### config.mk
export PLATFORM = sky130hd
export DESIGN_NAME = dadi_top
export DESIGN_NICKNAME = d
export VERILOG_FILES = /design/src/dadi_pkg.sv /design/src/dadi_top.sv
export SDC_FILE = /design/constraint.sdc
export NUM_CORES = 1
export LEC_CHECK = 0
export ABC_AREA = 1
export BUFFER_PORTS_ARGS = -buffer_cell sky130_fd_sc_hd__clkbuf_2
export CAP_MARGIN = 20
export CORE_AREA = 2 2 155 157
export CTS_BUF_LIST = sky130_fd_sc_hd__clkbuf_8
export DETAILED_ROUTE_END_ITERATION = 10
export DIE_AREA = 0 0 157 159
export PLACE_DENSITY = 0.81
export SYNTH_ARGS = -nofsm -noshare
export SYNTH_HDL_FRONTEND = slang
export SYNTH_SLANG_ARGS = --single-unit
### constraint.sdc
create_clock -name ref_clk -period 27.7 [get_ports ref_clk]
set_clock_uncertainty 0.2 [all_clocks]
set_input_delay 5.54 -clock ref_clk [delete_from_list [all_inputs] [get_ports ref_clk]]
set_output_delay 5.54 -clock ref_clk [all_outputs]
set_load 0.02 [all_outputs]
### src/dadi_pkg.sv
package dadi_pkg;
  // APB register byte offsets.
  localparam logic [7:0] DADI_CTRL_OFS = 8'h00;
  localparam logic [7:0] DADI_STATUS_OFS = 8'h04;
  localparam logic [7:0] DADI_INT_EN_OFS = 8'h08;
  localparam logic [7:0] DADI_INT_CLR_OFS = 8'h0c;
  localparam logic [7:0] DADI_MODE_VIEW_OFS = 8'h10;
  // Control register fields and reset value.
  localparam int DADI_CTRL_CONV_EN_BIT = 0;
  localparam logic [31:0] DADI_CTRL_RST = 32'h0000_0001;
  // Event bits shared by status, enable and clear registers.
  localparam int DADI_EV_SER_WR_BIT = 0;
  localparam int DADI_EV_SER_RD_BIT = 1;
  localparam int DADI_EV_CH1_OVR_BIT = 2;
  localparam int DADI_EV_CH2_OVR_BIT = 3;
  localparam int DADI_EV_W = 4;
  localparam logic [3:0] DADI_INT_EN_RST = 4'h0;
  // Mode view register fields.
  localparam int DADI_VIEW_PHASE_LSB = 0;
  localparam int DADI_VIEW_DCS_BIT = 2;
  localparam int DADI_VIEW_OMODE_BIT = 3;
  localparam int DADI_VIEW_PD_LSB = 4;
  localparam int DADI_VIEW_STRAP_BIT = 6;
  // Serial frame: read flag, 7 address bits, 8 data bits.
  localparam int DADI_SER_FRAME_BITS = 16;
  localparam int DADI_SER_HDR_BITS = 8;
  localparam logic [4:0] DADI_SER_HDR_CNT = 5'd8;
  localparam logic [4:0] DADI_SER_END_CNT = 5'd16;
  // Mode register indices and fields.
  localparam int DADI_MODE_REGS = 4;
  localparam logic [1:0] DADI_MR_PHASE = 2'd0;
  localparam logic [1:0] DADI_MR_DCS = 2'd1;
  localparam logic [1:0] DADI_MR_OMODE = 2'd2;
  localparam logic [1:0] DADI_MR_PD = 2'd3;
  localparam logic [7:0] DADI_MR_RST = 8'h00;
  // Sample pipeline depth in encode cycles.
  localparam int DADI_PIPE_LAT = 6;
  localparam int DADI_PHASE_W = 2;
endpackage

### src/dadi_top.sv
// Chosen here: the APB slave port and the address map.
`timescale 1ns/1ps
module dadi_top
  import dadi_pkg::*;
#(
  parameter int DATA_W = 16,
  parameter int LATENCY = DADI_PIPE_LAT
) (
  input wire logic ref_clk,
  input wire logic reset,
  input wire logic psel,
  input wire logic penable,
  input wire logic pwrite,
  input wire logic [7:0] paddr,
  input wire logic [31:0] pwdata,
  output logic [31:0] prdata,
  output logic pready,
  output logic pslverr,
  output logic irq,
  input wire logic prog_mode_strap,
  input wire logic cs_n,
  input wire logic sck,
  input wire logic sdi,
  input wire logic sdo_i,
  output logic sdo_o,
  output logic sdo_oe,
  input wire logic encode_clk_pos,
  input wire logic encode_clk_neg,
  input wire logic [DATA_W-1:0] ch_one_conv,
  input wire logic [DATA_W-1:0] ch_two_conv,
  input wire logic ch_one_ovr,
  input wire logic ch_two_ovr,
  output logic [DATA_W-1:0] ch_one_sample_bus,
  output logic [DATA_W-1:0] ch_two_sample_bus,
  output logic ch_one_range_flag,
  output logic ch_two_range_flag,
  output logic fwd_out_clk_pos,
  output logic fwd_out_clk_neg,
  output logic dcs_en,
  output logic out_mode,
  output logic [1:0] power_down
);

  ////////////////////////////////////////////////////////////////////////////////
  // Pin synchronisers: strap, select, clock, data in, data out, encode pair.
  logic [6:0] meta_r;
  logic [6:0] sync_r;
  logic [6:0] last_r;

  always_ff @(posedge ref_clk or posedge reset) begin
    if (reset) begin
      meta_r <= 7'h00;
      sync_r <= 7'h00;
      last_r <= 7'h00;
    end else begin
      meta_r <= {prog_mode_strap, cs_n, sck, sdi, sdo_i, encode_clk_pos, encode_clk_neg};
      sync_r <= meta_r;
      last_r <= sync_r;
    end
  end

  logic strap_s;
  logic cs_n_s;
  logic sck_s;
  logic sdi_s;
  logic sdo_s;
  logic enc_lvl;
  logic enc_prev;
  logic sck_rise;
  logic sck_fall;
  logic enc_rise;

  assign strap_s = sync_r[6];
  assign cs_n_s = sync_r[5];
  assign sck_s = sync_r[4];
  assign sdi_s = sync_r[3];
  assign sdo_s = sync_r[2];
  // Differential encode: high when positive leg above negative leg.
  assign enc_lvl = sync_r[1] & ~sync_r[0];
  assign enc_prev = last_r[1] & ~last_r[0];
  assign sck_rise = sck_s & ~last_r[4];
  assign sck_fall = ~sck_s & last_r[4];
  assign enc_rise = enc_lvl & ~enc_prev;

  ////////////////////////////////////////////////////////////////////////////////
  // Serial mode port.
  logic ser_act;
  logic [4:0] bit_cnt_r;
  logic [15:0] shift_r;
  logic [7:0] rd_shift_r;
  logic rd_frame_r;
  logic [7:0] mode_r [DADI_MODE_REGS];
  logic ser_wr_ev;
  logic ser_rd_ev;

  assign ser_act = ~strap_s & ~cs_n_s;
  assign ser_wr_ev = ser_act & sck_rise & (bit_cnt_r == DADI_SER_END_CNT - 5'd1) &
                     ~shift_r[DADI_SER_FRAME_BITS-2];
  assign ser_rd_ev = ser_act & sck_rise & (bit_cnt_r == DADI_SER_END_CNT - 5'd1) &
                     rd_frame_r;

  always_ff @(posedge ref_clk or posedge reset) begin
    if (reset) begin
      bit_cnt_r <= 5'd0;
      shift_r <= 16'h0000;
    end else if (!ser_act) begin
      bit_cnt_r <= 5'd0;
    end else if (sck_rise && bit_cnt_r != DADI_SER_END_CNT) begin
      shift_r <= {shift_r[14:0], sdi_s};
      bit_cnt_r <= bit_cnt_r + 5'd1;
    end
  end

  always_ff @(posedge ref_clk or posedge reset) begin
    if (reset) begin
      rd_frame_r <= 1'b0;
    end else if (!ser_act) begin
      rd_frame_r <= 1'b0;
    end else if (sck_rise && bit_cnt_r == DADI_SER_HDR_CNT - 5'd1) begin
      rd_frame_r <= shift_r[DADI_SER_HDR_BITS-2];
    end
  end

  always_ff @(posedge ref_clk or posedge reset) begin
    if (reset) begin
      for (int i = 0; i < DADI_MODE_REGS; i++) begin
        mode_r[i] <= DADI_MR_RST;
      end
    end else if (ser_wr_ev) begin
      mode_r[shift_r[8:7]] <= {shift_r[6:0], sdi_s};
    end
  end

  // Readback word is loaded once the header is in and shifted out on falls.
  always_ff @(posedge ref_clk or posedge reset) begin
    if (reset) begin
      rd_shift_r <= 8'h00;
      sdo_oe <= 1'b0;
    end else if (!ser_act) begin
      sdo_oe <= 1'b0;
    end else if (sck_rise && bit_cnt_r == DADI_SER_HDR_CNT - 5'd1) begin
      // The last address bit is still on the data pin at the eighth rise.
      rd_shift_r <= mode_r[{shift_r[0], sdi_s}];
    end else if (sck_fall && rd_frame_r && bit_cnt_r >= DADI_SER_HDR_CNT &&
                 bit_cnt_r < DADI_SER_END_CNT) begin
      sdo_oe <= ~rd_shift_r[7];
      rd_shift_r <= {rd_shift_r[6:0], 1'b0};
    end
  end

  always_ff @(posedge ref_clk or posedge reset) begin
    if (reset) begin
      sdo_o <= 1'b0;
    end else begin
      sdo_o <= 1'b0;
    end
  end

  ////////////////////////////////////////////////////////////////////////////////
  // Effective operating mode from the registers or from the static pins.
  logic [DADI_PHASE_W-1:0] phase_r;

  always_ff @(posedge ref_clk or posedge reset) begin
    if (reset) begin
      dcs_en <= 1'b0;
      out_mode <= 1'b0;
      power_down <= 2'b00;
      phase_r <= '0;
    end else if (strap_s) begin
      dcs_en <= cs_n_s;
      out_mode <= sck_s;
      power_down <= {sdi_s, sdo_s};
      phase_r <= '0;
    end else begin
      dcs_en <= mode_r[DADI_MR_DCS][0];
      out_mode <= mode_r[DADI_MR_OMODE][0];
      power_down <= mode_r[DADI_MR_PD][1:0];
      phase_r <= mode_r[DADI_MR_PHASE][DADI_PHASE_W-1:0];
    end
  end

  ////////////////////////////////////////////////////////////////////////////////
  // Sample pipeline, both channels and flags on one encode edge.
  logic [31:0] ctrl_r;
  logic conv_go;
  logic [DATA_W-1:0] pipe1_r [LATENCY];
  logic [DATA_W-1:0] pipe2_r [LATENCY];
  logic [LATENCY-1:0] ovr1_r;
  logic [LATENCY-1:0] ovr2_r;
  logic upd_r;

  assign conv_go = enc_rise & ctrl_r[DADI_CTRL_CONV_EN_BIT] & (power_down == 2'b00);

  always_ff @(posedge ref_clk or posedge reset) begin
    if (reset) begin
      for (int i = 0; i < LATENCY; i++) begin
        pipe1_r[i] <= '0;
        pipe2_r[i] <= '0;
      end
      ovr1_r <= '0;
      ovr2_r <= '0;
    end else if (conv_go) begin
      pipe1_r[0] <= ch_one_conv;
      pipe2_r[0] <= ch_two_conv;
      ovr1_r <= {ovr1_r[LATENCY-2:0], ch_one_ovr};
      ovr2_r <= {ovr2_r[LATENCY-2:0], ch_two_ovr};
      for (int i = 1; i < LATENCY; i++) begin
        pipe1_r[i] <= pipe1_r[i-1];
        pipe2_r[i] <= pipe2_r[i-1];
      end
    end
  end

  always_ff @(posedge ref_clk or posedge reset) begin
    if (reset) begin
      ch_one_sample_bus <= '0;
      ch_two_sample_bus <= '0;
      ch_one_range_flag <= 1'b0;
      ch_two_range_flag <= 1'b0;
      upd_r <= 1'b0;
    end else begin
      upd_r <= conv_go;
      if (conv_go) begin
        ch_one_sample_bus <= pipe1_r[LATENCY-1];
        ch_two_sample_bus <= pipe2_r[LATENCY-1];
        ch_one_range_flag <= ovr1_r[LATENCY-1];
        ch_two_range_flag <= ovr2_r[LATENCY-1];
      end
    end
  end

  ////////////////////////////////////////////////////////////////////////////////
  // Forwarded clock: inverted encode level, optionally delayed.
  logic [3:0] enc_dly_r;
  logic [4:0] enc_tap;

  assign enc_tap = {enc_dly_r, enc_lvl};

  always_ff @(posedge ref_clk or posedge reset) begin
    if (reset) begin
      enc_dly_r <= 4'h0;
    end else begin
      enc_dly_r <= {enc_dly_r[2:0], enc_lvl};
    end
  end

  always_ff @(posedge ref_clk or posedge reset) begin
    if (reset) begin
      fwd_out_clk_pos <= 1'b1;
      fwd_out_clk_neg <= 1'b0;
    end else begin
      fwd_out_clk_pos <= ~enc_tap[phase_r];
      fwd_out_clk_neg <= enc_tap[phase_r];
    end
  end

  ////////////////////////////////////////////////////////////////////////////////
  // APB slave with event status, enable and clear registers.
  logic [DADI_EV_W-1:0] status_r;
  logic [DADI_EV_W-1:0] int_en_r;
  logic [DADI_EV_W-1:0] ev_set;
  logic [DADI_EV_W-1:0] ev_clr;
  logic [DADI_EV_W-1:0] int_en_nxt;
  logic wr_acc;

  assign wr_acc = psel & penable & pready & pwrite;
  assign ev_set = {conv_go & ovr2_r[LATENCY-1], conv_go & ovr1_r[LATENCY-1],
                   ser_rd_ev, ser_wr_ev};
  assign ev_clr = (wr_acc && paddr == DADI_INT_CLR_OFS) ? pwdata[DADI_EV_W-1:0] : '0;
  assign int_en_nxt = (wr_acc && paddr == DADI_INT_EN_OFS) ? pwdata[DADI_EV_W-1:0] :
                      int_en_r;

  always_ff @(posedge ref_clk or posedge reset) begin
    if (reset) begin
      pready <= 1'b0;
      pslverr <= 1'b0;
      prdata <= 32'h0000_0000;
    end else begin
      pready <= psel & ~penable;
      pslverr <= psel & ~penable & ~(paddr inside {DADI_CTRL_OFS, DADI_STATUS_OFS,
                 DADI_INT_EN_OFS, DADI_INT_CLR_OFS, DADI_MODE_VIEW_OFS});
      prdata <= 32'h0000_0000;
      if (psel && !penable && !pwrite) begin
        unique case (paddr)
          DADI_CTRL_OFS: prdata <= ctrl_r;
          DADI_STATUS_OFS: prdata <= {28'h0, status_r};
          DADI_INT_EN_OFS: prdata <= {28'h0, int_en_r};
          DADI_MODE_VIEW_OFS: prdata <= {25'h0, strap_s, power_down, out_mode, dcs_en,
                                         phase_r};
          default: prdata <= 32'h0000_0000;
        endcase
      end
    end
  end

  always_ff @(posedge ref_clk or posedge reset) begin
    if (reset) begin
      ctrl_r <= DADI_CTRL_RST;
      int_en_r <= DADI_INT_EN_RST;
    end else if (wr_acc && paddr == DADI_CTRL_OFS) begin
      ctrl_r <= {31'h0, pwdata[DADI_CTRL_CONV_EN_BIT]};
    end else if (wr_acc && paddr == DADI_INT_EN_OFS) begin
      int_en_r <= pwdata[DADI_EV_W-1:0];
    end
  end

  // A set arriving with its clear wins.
  always_ff @(posedge ref_clk or posedge reset) begin
    if (reset) begin
      status_r <= '0;
      irq <= 1'b0;
    end else begin
      status_r <= (status_r & ~ev_clr) | ev_set;
      // The next enable is used so that the line never lags an enable write.
      irq <= |(((status_r & ~ev_clr) | ev_set) & int_en_nxt);
    end
  end
endmodule

==> flow_summary_export.csv <==
group,metric,value,unit
synthesis,synth_area_leaders,"sky130_fd_sc_hd__dfrtp_1 63%, sky130_fd_sc_hd__nand2_1 20%, sky130_fd_sc_hd__o21ai_0 2.5%, sky130_fd_sc_hd__inv_1 2.1%, sky130_fd_sc_hd__buf_4 2.1%",
power,leakagePower,8.28,nW
synthesis,dominantRegCellSynth,"sky130_fd_sc_hd__dfrtp_1",
grt,grt_pass1_wl,41500,microns
sta,tightestPinTransition,966,ps
hold_path,worstHoldPathType,"reg2reg",
grt,globalRouteOverflowTotal,0,
cells_and_area,layout_commonest_cell,"sky130_fd_sc_hd__nand2_1",
clock_network,tritoncts_clock_tree,"built",
setup_path,largest_fanout_on_the_critical_path,1,
setup_path,setup.worst_path.end_class,"output pin",
clock_network,cts-hold-fix-buffers,0,
setup_path,worst-setup-path-type,"reg2out",
clock_network,numCtsBuffers,53,
outcome,outcome,"finished, final reports clean",
sta,timing.final.max_slew_violations,0,
clock_network,cts_post_setup_buffers_inserted,0,
cells_and_area,ratio_of_cells_with_drive_above_1_in_the_final_layout,0.152,
setup_path,timing.critical_path.max_delay_family,"flip-flops",
setup_path,crit_path_cell_trace,"clkbuf_2",
detailed_routing,vias,9553,
setup_path,worstSetupStartpointType,"flip-flop",
clock_network,max-clock-path-buffers,3,
setup_path,critical-path-slowest-cell,"sky130_fd_sc_hd__dfstp_2",
synthesis,synth_edf_count,0,
clock_network,htreeDepth,2,
clock_network,cts.sink_count,347,
synthesis,synth_largest_type_area_fraction,0.625,
clock_network,cts.clk_slew.worst_paths,60,ps
setup_path,crit_path_max_incr_delay,520,ps
synthesis,synth_area,13800,sq um
power,total_power,0.962,mW
cells_and_area,antenna-diode-count,0,
power,power_density,62.4,nW/um^2
synthesis,ys_ff_latch,347,
sta,grt_setup_unrepaired,"false",
synthesis,syn_inst,1503,
power,internal_power,0.747,mW
synthesis,yosysTopAreaCell,"sky130_fd_sc_hd__dfrtp_1",
sta,tightest_slew_margin_relative_to_the_limit,0.356,
clock_network,clkLatencyLatePin,560,ps
power,power.share.sequential,0.539,
die,floorplan.io_pins,163,
detailed_routing,ant_nets,0,
synthesis,total_number_of_yosys_warnings,0,
detailed_routing,detailedRoute.firstPassIterationCount,5,
die,die_w,157,microns
cells_and_area,fin_nets,1696,
sta,hold_viol,0,
cells_and_area,seq_area,8690,sq um
detailed_routing,wl_per_cell,12.4,microns
placement,numPortBuffers,108,
setup_path,crit_buf_inv,1,
cells_and_area,filler_cell_count,1855,
setup_path,worst-r2r-setup-slack,24640,ps
grt,antenna_found_initial,0,
synthesis,synth_seq_area_share,0.629,
cells_and_area,area_delta_synth_final,11.6,%
die,std_cell_rows,56,
cells_and_area,layout.cells.most_common_list,"735 x sky130_fd_sc_hd__nand2_1, 345 x sky130_fd_sc_hd__dfrtp_1, 108 x sky130_fd_sc_hd__clkbuf_2",
sta,timing.final.setup_violations,0,
grt,grt_util_all_layers,0.200,
power,p_sw_frac,0.223,
sta,whs,148,ps
detailed_routing,detail_route.drc_violations,0,
placement,dpl.hpwl,14900,microns
clock_network,clock-root-buffer,"sky130_fd_sc_hd__clkbuf_8",
job,timing.max_cap.violations,0,
detailed_routing,viasPerCell,4.86,
power,power.share.clock,0.424,
sta,fmax,144,MHz
grt,grt_max_degree,149,
sta,final_period_minus_worst_setup_slack,6970,ps
placement,routabilityCongestion,0.812,
synthesis,synth.avg_cell_area,9.19,sq um
synthesis,async_reset_ff_frac,1.00,
sta,timing.final.crit_share,0.252,
cells_and_area,multi_input_comb_area,4310,sq um
detailed_routing,drtIter0Drc,723,
detailed_routing,drt_wl_total,24300,microns
die,dieHeight,159,microns
setup_path,critPathRequiredTime,21960,ps
power,max-vdd-ir-drop,0.0436,mV
sta,setup-tns-final,0,ps
synthesis,cell_variety_after_synth,36,
die,core_region_area,23200,sq um
die,die_area,25000,sq um
setup_path,cp_data_arrival_time,1230,ps
clock_network,resized_after_cts,0,
grt,first_global_vias,8847,
power,share_of_total_power_in_combinational_logic,0.037,
power,p_sw,0.214,mW
die,start_util,0.596,
==> state kept, by name, summed over array words and instances (netlist names), 8 cells and up <==
signal,cells
rd_shift_r,8
shift_r,15
pipe2_r,96
ch_two_sample_bus,16
ch_one_sample_bus,16
pipe1_r,96
mode_r,32
==> cells in the mapped netlist, drive strengths merged (2+ instances only) <==
library cell and instances:
o21ai 134, dfrtp 345, nand4 4, inv 80, buf 88, nand3 20
dfstp 2, clkinv 3, nand2 745, a21oi 6, ha 3, nor3 6
o22ai 5, nor2 49, clkbuf 4
==> layout make-up <==
| type | instances | share of cell area |
|---|---|---|
| Clock buffer | 67 | 0.0598 |
| Timing Repair Buffer | 116 | 0.0415 |
| Clock inverter | 26 | 0.00876 |
| Multi-Input combinational cell | 1006 | 0.279 |
| Tap cell | 319 | 0.0259 |
| Sequential cell | 347 | 0.563 |
| Inverter | 83 | 0.0213 |
==> metrics by stage <==
step / setup WS [ps] / cells / utilization / instance area, sq um
4_1_cts: 20600 / 1962 / 0.662 / 15400
3_3_place_gp: 20010 / 1869 / 0.617 / 14300
6_report: 20730 / 1964 / 0.665 / 15400
5_1_grt: 20540 / 1964 / 0.665 / 15400
2_1_floorplan: 12340 / 1528 / - / 13900
3_5_place_dp: 20000 / 1869 / 0.617 / 14300
==> final timing paths <==
check | start | cells after the start | end
worst min-delay path | meta_r[5] | 0 | sync_r[5]
worst min register to register | meta_r[5] | 0 | sync_r[5]
worst max-delay path | fwd_out_clk_pos | 1 | fwd_out_clk_pos
max in group asynchronous | reset | 3 | pipe1_r[76]
min in group asynchronous | reset | 2 | mode_r[14]
worst max register to register | ctrl_r[0] | 8 | pipe1_r[85]
==> power groups by stage <==
stage	Combinational [mW]	Sequential (mW)	Clock, mW
6_report	0.0354	0.518	0.408
5_1_grt	0.0408	0.518	0.444
4_1_cts	0.0360	0.518	0.421
3_5_place_dp	0.0357	0.527	0
3_3_place_gp	0.0348	0.527	0
2_1_floorplan	0.0267	0.527	0
==> kinds of logic after synthesis <==
kind of cell / after synthesis / synth area share
buffers and inverters: 175 / 0.0664
AND/OR/NAND/NOR: 826 / 0.237
other: 1 / 0.000271
AO/OA/AOI/OAI: 149 / 0.0640
adder cells (fa/ha/maj): 3 / 0.00272
flip-flops: 347 / 0.629
XOR/XNOR: 2 / 0.00127
==> layer usage <==
layer / share of wire / global-route usage / vias to the layer above
met5: 0 / 0 / -
met4: 0.022 / 0.0688 / 0
met3: 0.041 / 0.0395 / 39
li1: - / - / 4811
met2: 0.48 / 0.307 / 192
met1: 0.46 / 0.290 / 4511
Power figures use the tool's default switching activity.
